File: config.mk
export PLATFORM = sky130hd
export DESIGN_NAME = tx_serializer
export DESIGN_NICKNAME = d
export VERILOG_FILES = /design/src/fwd_clock_gen.v /design/src/load_strobe_gen.v /design/src/tx_serializer.v
export VERILOG_INCLUDE_DIRS = /design/src
export SDC_FILE = /design/constraint.sdc
export NUM_CORES = 1
export LEC_CHECK = 0
export BUFFER_PORTS_ARGS = -buffer_cell sky130_fd_sc_hd__buf_4
export CORE_UTILIZATION = 35
export DETAILED_ROUTE_END_ITERATION = 12
export PLACE_DENSITY_LB_ADDON = 0.12
export SLEW_MARGIN = 20
export SYNTH_ARGS = -nofsm -noshare
export SYNTH_HDL_FRONTEND = slang
export SYNTH_SLANG_ARGS = --single-unit
File: constraint.sdc
create_clock -name core_clk -period 5.55 [get_ports core_clk]
set_clock_uncertainty 0.1 [all_clocks]
set_input_delay 0.555 -clock core_clk [delete_from_list [all_inputs] [get_ports core_clk]]
set_output_delay 0.555 -clock core_clk [all_outputs]
set_load 0.03 [all_outputs]
File: src/tx_serializer_consts.vh
`ifndef TX_SERIALIZER_CONSTS_VH
`define TX_SERIALIZER_CONSTS_VH

// parallel word width and factor limits
`define WORD_W          10
`define FACTOR_W        4
`define FACTOR_MIN      4'h3
`define FACTOR_MAX      4'hA
`define FACTOR_RST      4'hA

// channel modes
`define MODE_W          2
`define MODE_SERIAL     2'h0
`define MODE_CLKOUT     2'h1
`define MODE_DDR        2'h2
`define MODE_SDR        2'h3

// forwarded clock divide codes
`define DIV_W           3
`define DIV_FULL        3'h0
`define DIV_1           3'h1
`define DIV_2           3'h2
`define DIV_4           3'h3
`define DIV_6           3'h4
`define DIV_8           3'h5
`define DIV_10          3'h6

// forwarded clock phase, in 45 degree steps over 8 sub-phases
`define PHASE_W         3
`define PHASE_STEPS     4'h8

`endif

File: src/fwd_clock_gen.v
`timescale 1ns/1ps
`include "tx_serializer_consts.vh"
// forwarded clock pattern, sampled per bit slot; divided modes shift phase by eighths of the period, rounded down
module fwd_clock_gen
(
   // clock and reset
   input  wire                  core_clk,
   input  wire                  rst_n,
   // configuration
   input  wire [2:0]            divSel,
   input  wire [2:0]            phaseSel,
   input  wire                  wordStart,
   // output
   output reg                   clkBit
);
   reg  [3:0] halfLen;
   reg  [4:0] cnt_reg;
   reg  [4:0] cnt_next;
   wire [4:0] period;
   wire [4:0] shifted;
   wire [7:0] phaseOff;
   wire [5:0] phaseSum;
   wire [5:0] wrapSum;

   always @*
   begin
      case (divSel)
         `DIV_2:  halfLen = 4'h2;
         `DIV_4:  halfLen = 4'h4;
         `DIV_6:  halfLen = 4'h6;
         `DIV_8:  halfLen = 4'h8;
         `DIV_10: halfLen = 4'hA;
         default: halfLen = 4'h1;
      endcase
   end

   assign period = {halfLen, 1'b0};

   // free running from reset, which already lines the first edge up with the first word;
   // realigning at every word start would stall any period longer than one word
   always @*
   begin
      if (cnt_reg >= period - 5'h1)
         cnt_next = 5'h0;
      else
         cnt_next = cnt_reg + 5'h1;
   end

   always @(posedge core_clk)
   begin
      if (!rst_n)
         cnt_reg <= 5'h0;
      else
         cnt_reg <= cnt_next;
   end

   // phase offset in bit slots: period * phase / 8, rounded down
   assign phaseOff = ({3'h0, period} * {5'h0, phaseSel}) >> 3; // RULE8
   // six bits: count plus offset passes 31 at the slowest divide
   assign phaseSum = {1'b0, cnt_reg} + {1'b0, phaseOff[4:0]};
   assign wrapSum  = (phaseSum >= {1'b0, period}) ? phaseSum - {1'b0, period} : phaseSum;
   assign shifted  = wrapSum[4:0];

   always @(posedge core_clk)
   begin
      if (!rst_n)
         clkBit <= 1'b0;
      else if (divSel == `DIV_FULL)
         clkBit <= ~clkBit; // RULE7
      else
         clkBit <= (shifted < {1'b0, halfLen}); // RULE7
   end
endmodule // fwd_clock_gen

File: src/load_strobe_gen.v
`timescale 1ns/1ps
// one-cycle load strobe, once every factor bit-clock cycles
module load_strobe_gen
(
   // clock and reset
   input  wire                  core_clk,
   input  wire                  rst_n,
   // configuration
   input  wire [3:0]            factor,
   // strobe
   output wire                  loadStrobe,
   output wire [3:0]            bitIndex
);
   reg  [3:0] cnt_reg;
   reg  [3:0] cnt_next;

   always @*
   begin
      if (cnt_reg >= factor - 4'h1)
         cnt_next = 4'h0;
      else
         cnt_next = cnt_reg + 4'h1;
   end

   always @(posedge core_clk)
   begin
      if (!rst_n)
         cnt_reg <= 4'h0;
      else
         cnt_reg <= cnt_next;
   end

   assign loadStrobe = (cnt_reg == 4'h0); // RULE5 RULE13
   assign bitIndex   = cnt_reg;
endmodule // load_strobe_gen

File: src/tx_serializer.v
`timescale 1ns/1ps
`include "tx_serializer_consts.vh"
// Notes on behaviour
// RULE1: a parallel word of up to ten bits is captured into the load register before shifting.
// RULE2: each word leaves most significant bit first and least significant bit last.
// RULE3: load and shift registers run on the bit clock, capture gated by the load strobe.
// RULE4: the serialization factor is a static setting from 3 to 10.
// RULE5: the load strobe period and position follow from the factor, one word per word time.
// RULE6: any channel may instead send a forwarded clock.
// RULE7: the forwarded clock runs at the data rate or divided by 1, 2, 4, 6, 8 or 10.
// RULE8: the forwarded clock phase steps in 45 degree increments; code rounds eighths of the period down to slots, none at DIV_FULL.
// RULE9: in bypass the channel offers double rate (factor 2) and single rate (factor 1).
// RULE10: two output registers, each usable in double or single rate bypass; code registers only double rate, in ddr_reg.
// RULE11: single rate passes one bit straight through, double rate registers two bits.
// RULE12: single rate bypass does not register the bit.
// RULE13: the load strobe lasts one bit-clock cycle per word and moves load into shift that cycle.
module tx_serializer
(
   // clock and reset
   input  wire                  core_clk,
   input  wire                  rst_n,
   // static configuration
   input  wire [1:0]            chanMode,
   input  wire [3:0]            serFactor,
   input  wire [2:0]            clkDivSel,
   input  wire [2:0]            clkPhaseSel,
   // parallel data from the core
   input  wire [9:0]            txWord,
   input  wire [1:0]            bypassData,
   // word timing
   output wire                  wordLoad,
   output wire                  factorValid,
   // serial output
   output wire                  serialOut,
   output reg                   outHalf
);
   wire [3:0] factor;
   wire [3:0] bitIndex;
   wire       clkBit;
   reg  [9:0] load_reg;
   reg  [9:0] shift_reg;
   reg  [9:0] shift_next;
   reg        serBit_reg;
   reg  [1:0] ddr_reg;
   reg        ddrPhase_reg;
   reg        bitOut;

   // out-of-range factor falls back to 10 so the strobe never stalls
   assign factorValid = (serFactor >= `FACTOR_MIN) && (serFactor <= `FACTOR_MAX); // RULE4
   assign factor      = factorValid ? serFactor : `FACTOR_RST;

   load_strobe_gen u_strobe
   (
      .core_clk   (core_clk),
      .rst_n      (rst_n),
      .factor     (factor),
      .loadStrobe (wordLoad),
      .bitIndex   (bitIndex)
   );

   fwd_clock_gen u_fwdclk
   (
      .core_clk   (core_clk),
      .rst_n      (rst_n),
      .divSel     (clkDivSel),
      .phaseSel   (clkPhaseSel),
      .wordStart  (wordLoad),
      .clkBit     (clkBit)
   );

   // capture: the core presents txWord in the strobe cycle
   always @(posedge core_clk)
   begin
      if (!rst_n)
         load_reg <= 10'h000;
      else if (wordLoad)
         load_reg <= txWord; // RULE1 RULE3
   end

   // word is left-aligned so bit 9 is always the next one out
   always @*
   begin
      if (wordLoad)
         shift_next = load_reg << (`WORD_W - factor); // RULE13
      else
         shift_next = {shift_reg[8:0], 1'b0}; // RULE2
   end

   always @(posedge core_clk)
   begin
      if (!rst_n)
      begin
         shift_reg  <= 10'h000;
         serBit_reg <= 1'b0;
      end
      else
      begin
         shift_reg  <= shift_next; // RULE3
         serBit_reg <= shift_next[9]; // RULE2
      end
   end

   // double rate: two bits held per cycle pair, high bit first
   always @(posedge core_clk)
   begin
      if (!rst_n)
      begin
         ddr_reg      <= 2'h0;
         ddrPhase_reg <= 1'b0;
         outHalf      <= 1'b0;
      end
      else
      begin
         ddrPhase_reg <= ~ddrPhase_reg;
         outHalf      <= ddrPhase_reg;
         if (!ddrPhase_reg)
            ddr_reg <= bypassData; // RULE9 RULE10 RULE11
      end
   end

   always @*
   begin
      case (chanMode)
         `MODE_SERIAL: bitOut = serBit_reg;
         `MODE_CLKOUT: bitOut = clkBit; // RULE6
         `MODE_DDR:    bitOut = outHalf ? ddr_reg[0] : ddr_reg[1]; // RULE11
         `MODE_SDR:    bitOut = bypassData[0]; // RULE12
         default:      bitOut = 1'b0;
      endcase
   end

   assign serialOut = bitOut;
endmodule // tx_serializer

-- After elaboration in Yosys (flattened, before gate mapping)
Index checks and enable logic that the tools add are counted.
- equal/unequal tests: 8
- order comparisons: 6
- $add $sub $neg: 7
- reductions and logical operators: 7
- shifts and indexed selects: 1
- muxes and demuxes: 7
- bitwise logic cells: 3
- multiply operators: 1
- operator list (operator ; number):
    left shift 10 x 32 -> 10 bit ; 1
    one-hot mux 4 bit (5 select lines) ; 1
    two-way mux 10 bit ; 1
    == test 3 bit (second input constant) ; 3
    multiplier 4 x 3 -> 7 bit ; 1
    adder 5 x 5 -> 6 bit ; 1
    == test 3 x 2 -> 1 bit (second input constant) ; 2
    >= comparator 6 x 5 -> 1 bit ; 1
    adder 5 x 1 -> 5 bit (second input constant) ; 1
    >= comparator 5 bit ; 1
    < comparator 5 x 4 -> 1 bit ; 1
    two-way mux 5 bit ; 1
    subtractor 4 x 4 -> 5 bit (first input constant) ; 1
    subtractor 5 x 1 -> 5 bit (second input constant) ; 1
    subtractor 5 bit ; 1
    adder 4 x 1 -> 4 bit (second input constant) ; 1
    == test 2 bit (second input constant) ; 2
    >= comparator 4 x 2 -> 1 bit (second input constant) ; 1
    >= comparator 4 bit ; 1
    less-or-equal comparator 4 bit (second input constant) ; 1
    zero test 4 bit ; 1
    two-way mux 4 bit ; 1
    one-hot mux 1 bit (4 select lines) ; 1
    OR reduction 2 bit ; 2
    8 further kinds ; 11
- flip-flop bits (word level): 34
- bits of input ports: 26
- output and inout port bits: 4

-- Depth between registers and ports, before layout
- word-level depth: 8
- gate-level depth with buffers: 24
- mapped depth without buffers: 23

-- Hierarchy
A second synthesis with hierarchy kept.
- cell total of the unflattened synthesis: 284
- area, all modules: 2646.3 sq um
- by module, submodules not included (module ; times used ; area each (sq um) ; cells each):
    tx_serializer ; 1 ; 1306.3 ; 130
    fwd_clock_gen ; 1 ; 1043.5 ; 122
    load_strobe_gen ; 1 ; 296.5 ; 32

-- Worst setup path before layout
OpenSTA, ideal clock, no wires.
- kind: input -> register
- start: input clkDivSel[1]
- end: register u_fwdclk.clkBit
- setup slack: 454 ps
- arrival time: 4937 ps
- cell stages on the path: 22
- path buffers: 1
- setup time: 59 ps
- cell sequence: buf_2 > nand2b_1 > o21ai_0 > nand2_1 > fa_1 > inv_1 > fa_1 > ha_1 > a21o_1 > a21oi_1 > xnor2_1 > ha_1 > nor2b_1 > nand4_1 > o211ai_1 > nor2_1 > mux2_2 > ha_1 > o21a_1 > o21ai_0 > o211ai_1 > nand2_1
- word-level cells in the longest chain between the ends: 8
- elaborated cells between the ends (all ways): 14
- ends and longest elaborated chain (element ; RTL line ; text):
    from (decl) ; tx_serializer.v:25 ; input wire [2:0] clkDivSel,
    == test 3 bit or == test 3 x 2 -> 1 bit (tied branches) ; fwd_clock_gen.v:27 ; case (divSel)
    one-hot mux 4 bit (5 select lines) ; fwd_clock_gen.v:27 ;
    multiplier 4 x 3 -> 7 bit ; fwd_clock_gen.v:58 ; assign phaseOff = ({3'h0, period} * {5'h0, phaseSel}) >> 3;
    adder 5 x 5 -> 6 bit ; fwd_clock_gen.v:60 ; assign phaseSum = {1'b0, cnt_reg} + {1'b0, phaseOff[4:0]};
    subtractor 5 bit or >= comparator 6 x 5 -> 1 bit (tied branches) ; fwd_clock_gen.v:61 ; assign wrapSum = (phaseSum >= {1'b0, period}) ? phaseSum - {1'b0, period} : phaseSum;
    two-way mux 5 bit ; fwd_clock_gen.v:61 ;
    < comparator 5 x 4 -> 1 bit ; fwd_clock_gen.v:71 ; clkBit <= (shifted < {1'b0, halfLen});
    two-way mux 1 bit * ; fwd_clock_gen.v:68 ; else if (divSel == `DIV_FULL)
    to (signal assigned) ; fwd_clock_gen.v:69 ; clkBit <= ~clkBit;
    to (signal assigned) ; fwd_clock_gen.v:71 ;
    to (decl) ; fwd_clock_gen.v:14 ; output reg clkBit
Mark *: on every way between the ends. The rest lies on a longest branch, timed or not.
A chain may end at the register's enable or synchronous reset.

-- Worst setup path after layout
Ends and elaborated chain as after synthesis.

==> reports/results.tsv <==
metric	value	unit
rsz0062_at_grt	false	
cts_setup_buffers	0	
instances_no_fill	415	
layout.nets	378	
path_common_cell	fa_1	
overflow	0	
synthTopCellsByCount	nand2_1 (42), dfxtp_1 (34), ha_1 (29)	
p_total	0.973	mW
final_area	0.00298	mm^2
comb_power_share	40.3	%
cp_max_fo	7	
dr.first_iter.drc_count	66	
worstSetupPathType	input port to flop	
wl	5.30	mm
start_util	37.0	%
hold_path.class	flop to flop	
insertedDiodeCount	0	
worstMarginPinSlew	0.640	ns
first_global_vias	1984	
powerDensity	326	mW/mm^2
p_clk_share	28.5	%
yosysUniqueCellTypes	48	
cts_num_sinks	34	
pwr-share-seq	31.2	%
outcome	finished, final reports clean	
power.switching	0.337	mW
die_area	0.00764	mm^2
cap_violations	0	
fillCellCount	717	
finalSetupViolations	0	
worst-path-buf-inv	2	
netlist_area	0.00255	mm^2
synth_ff_type	dfxtp_1	
hold_viol	0	
placed_cell_area	0.00284	mm^2
fmax	197	MHz
clk_path_buf_depth	2	
path_delay_family	adder cells	
synth_seq_cells	34	
placedCellCount	407	
cts_tree	done	
synth.area.top_cells	dfxtp_1 (27%), ha_1 (14%), mux2i_1 (6.3%)	
coreArea	0.00691	mm^2
drtPass1Iterations	5	
crit_arrival	5.22	ns
slew_violations	0	
seq_area_frac_synth	26.7	%
ir_drop	0.000120	V
ys_warn_count	0	
p_int	0.636	mW
rows	30	
yosysTopAreaCell	dfxtp_1	
gp_congestion	0.830	
largest_reg_flops	10	
vias	2061	
cts_root_buf	clkbuf_8	
post-route-min-period	5.08	ns
die_y	87.4	um
clock_latency	0.29	ns
swShare	34.7	%
hold_buffers	0	
synth-edff-count	0	
drc	0	
antenna_found_initial	0	
synth.most_common_cell	nand2_1	
cpPeakStageDelay	0.53	ns
dieWidth	87.4	um
startpoint_type	input port	
power.leakage	1.39	nW
syn-instance-count	292	
io_pins	30	
slowest_stage	fa_1	
path_cells	buf_4 -> nand2b_1 -> o21ai_0 -> nand2_1 -> fa_1 -> inv_1 -> fa_1 -> fa_1 -> a21o_1 -> a21oi_1 -> xnor2_1 -> ha_1 -> nand4_1 -> o211ai_1 -> nor2_1 -> mux2_2 -> ha_1 -> o21a_1 -> o21ai_0 -> o211ai_1 -> nand2_1	
worst_setup_hold_path_clk_slew	0.08	ns
slew-limit-headroom	57.0	%
io_buffers	29	
track_usage	15.2	%
viasPerCell	4.97	
end_kind	flop	
ant_nets	0	
syn_nets	352	
syn_area_per_cell	8.75	um^2
critPathRequiredTime	5.69	ns
dp.final_hpwl	4.06	mm
cts_buffers	5	
grt_max_degree	29	
synth_top_area_share	26.7	%
ctsHtreeMaxLevel	2	
grt_pass1_wl	9.11	mm
tns	0	ns
cts_resized	0	
final.period_utilization	91.6	%
syn2layout_area_growth	16.8	%
async_flop_share	0	%
wire_per_inst	12.8	um
layout-drive-gt1-share	15.0	%
==> path summary, 6_finish.rpt <==
path	from	end	slack, ns	depth (start not counted)
max	clkDivSel[1]	u_fwdclk.clkBit$_SDFF_PN0_	0.47	21
max reg2reg	u_fwdclk.cnt_reg[0]$_SDFF_PP0_	u_fwdclk.clkBit$_SDFF_PN0_	1.92	15
min reg2reg	load_reg[9]$_SDFFE_PN0P_	load_reg[9]$_SDFFE_PN0P_	0.37	2
min	load_reg[9]$_SDFFE_PN0P_	load_reg[9]$_SDFFE_PN0P_	0.37	2
==> stage by stage <==
step           utilization, %  hold WS (ns)  worst slack, ns
6_report                 43.2         0.368            0.468
5_1_grt                  43.2         0.396            0.127
4_1_cts                  43.2         0.375            0.484
3_5_place_dp             41.2         0.358            0.187
3_3_place_gp             41.2         0.353            0.180
2_1_floorplan               -         0.330            0.454
==> placed cells by master (no fill, tap or decap), drive strengths merged, types with 2 or more instances in the layout <==
cell type	instances
o21a	6
bufinv	2
nand3b	5
clkinv	2
and2	6
dfxtp	34
inv	17
nand2b	4
and3	3
or2	2
a22oi	2
a21boi	12
nor3	6
nand3	7
xor2	8
nor3b	2
clkbuf	5
a222oi	3
o21ai	6
nand2	42
fa	5
a21oi	8
a21o	5
xnor2	8
ha	29
nor2	10
mux2	3
buf	31
o211ai	3
mux2i	17
nor2b	14
==> logic make-up (layout without fill, tap and decap cells) <==
family	after synthesis	after routing	synth area share [%]
AOI/OAI and AO/OA	53	53	14.9
xor gates and xnor gates	16	16	5.49
adders and majority gates	34	34	18.1
buffers and inverters	30	57	5.09
DFF	34	34	26.7
muxes	21	21	9.36
other	1	1	0.147
and+or+nand+nor	103	103	20.2
==> power by group through the flow <==
| stage | logic, mW | registers [mW] | clock network [mW] |
|---|---|---|---|
| floorplan | 0.302 | 0.302 | 0 |
| global placement | 0.389 | 0.310 | 0 |
| detailed placement | 0.391 | 0.310 | 0 |
| CTS | 0.393 | 0.304 | 0.284 |
| global route | 0.444 | 0.309 | 0.294 |
| finish | 0.392 | 0.304 | 0.277 |
==> metal layers <==
layer | routed length [um] | GRT usage (%)
met5 | 0 | 0
met4 | 66 | 5.81
met3 | 203 | 2.65
met2 | 2280 | 23.4
met1 | 2750 | 21.1
==> worst reg2reg max path, cell delays in order (launching register included) <==
cell and delay, ns:
dfxtp_1 0.36, ha_1 0.24, fa_1 0.40, a21o_1 0.20, a21oi_1 0.17, xnor2_1 0.19, ha_1 0.32, nand4_1 0.11
o211ai_1 0.15, nor2_1 0.28, mux2_2 0.37, ha_1 0.27, o21a_1 0.10, o21ai_0 0.14, o211ai_1 0.10, nand2_1 0.07
==> layout make-up <==
type,instances,area (um^2),share of cell area [%]
Clock buffer,5,68.8,2.31
Clock inverter,3,68.8,2.31
Inverter,18,67.6,2.27
Multi-Input combinational cell,228,1740,58.5
Sequential cell,34,681,22.8
Tap cell,96,120,4.03
Timing Repair Buffer,31,233,7.81
No activity file was read; power rests on OpenSTA's default activity.
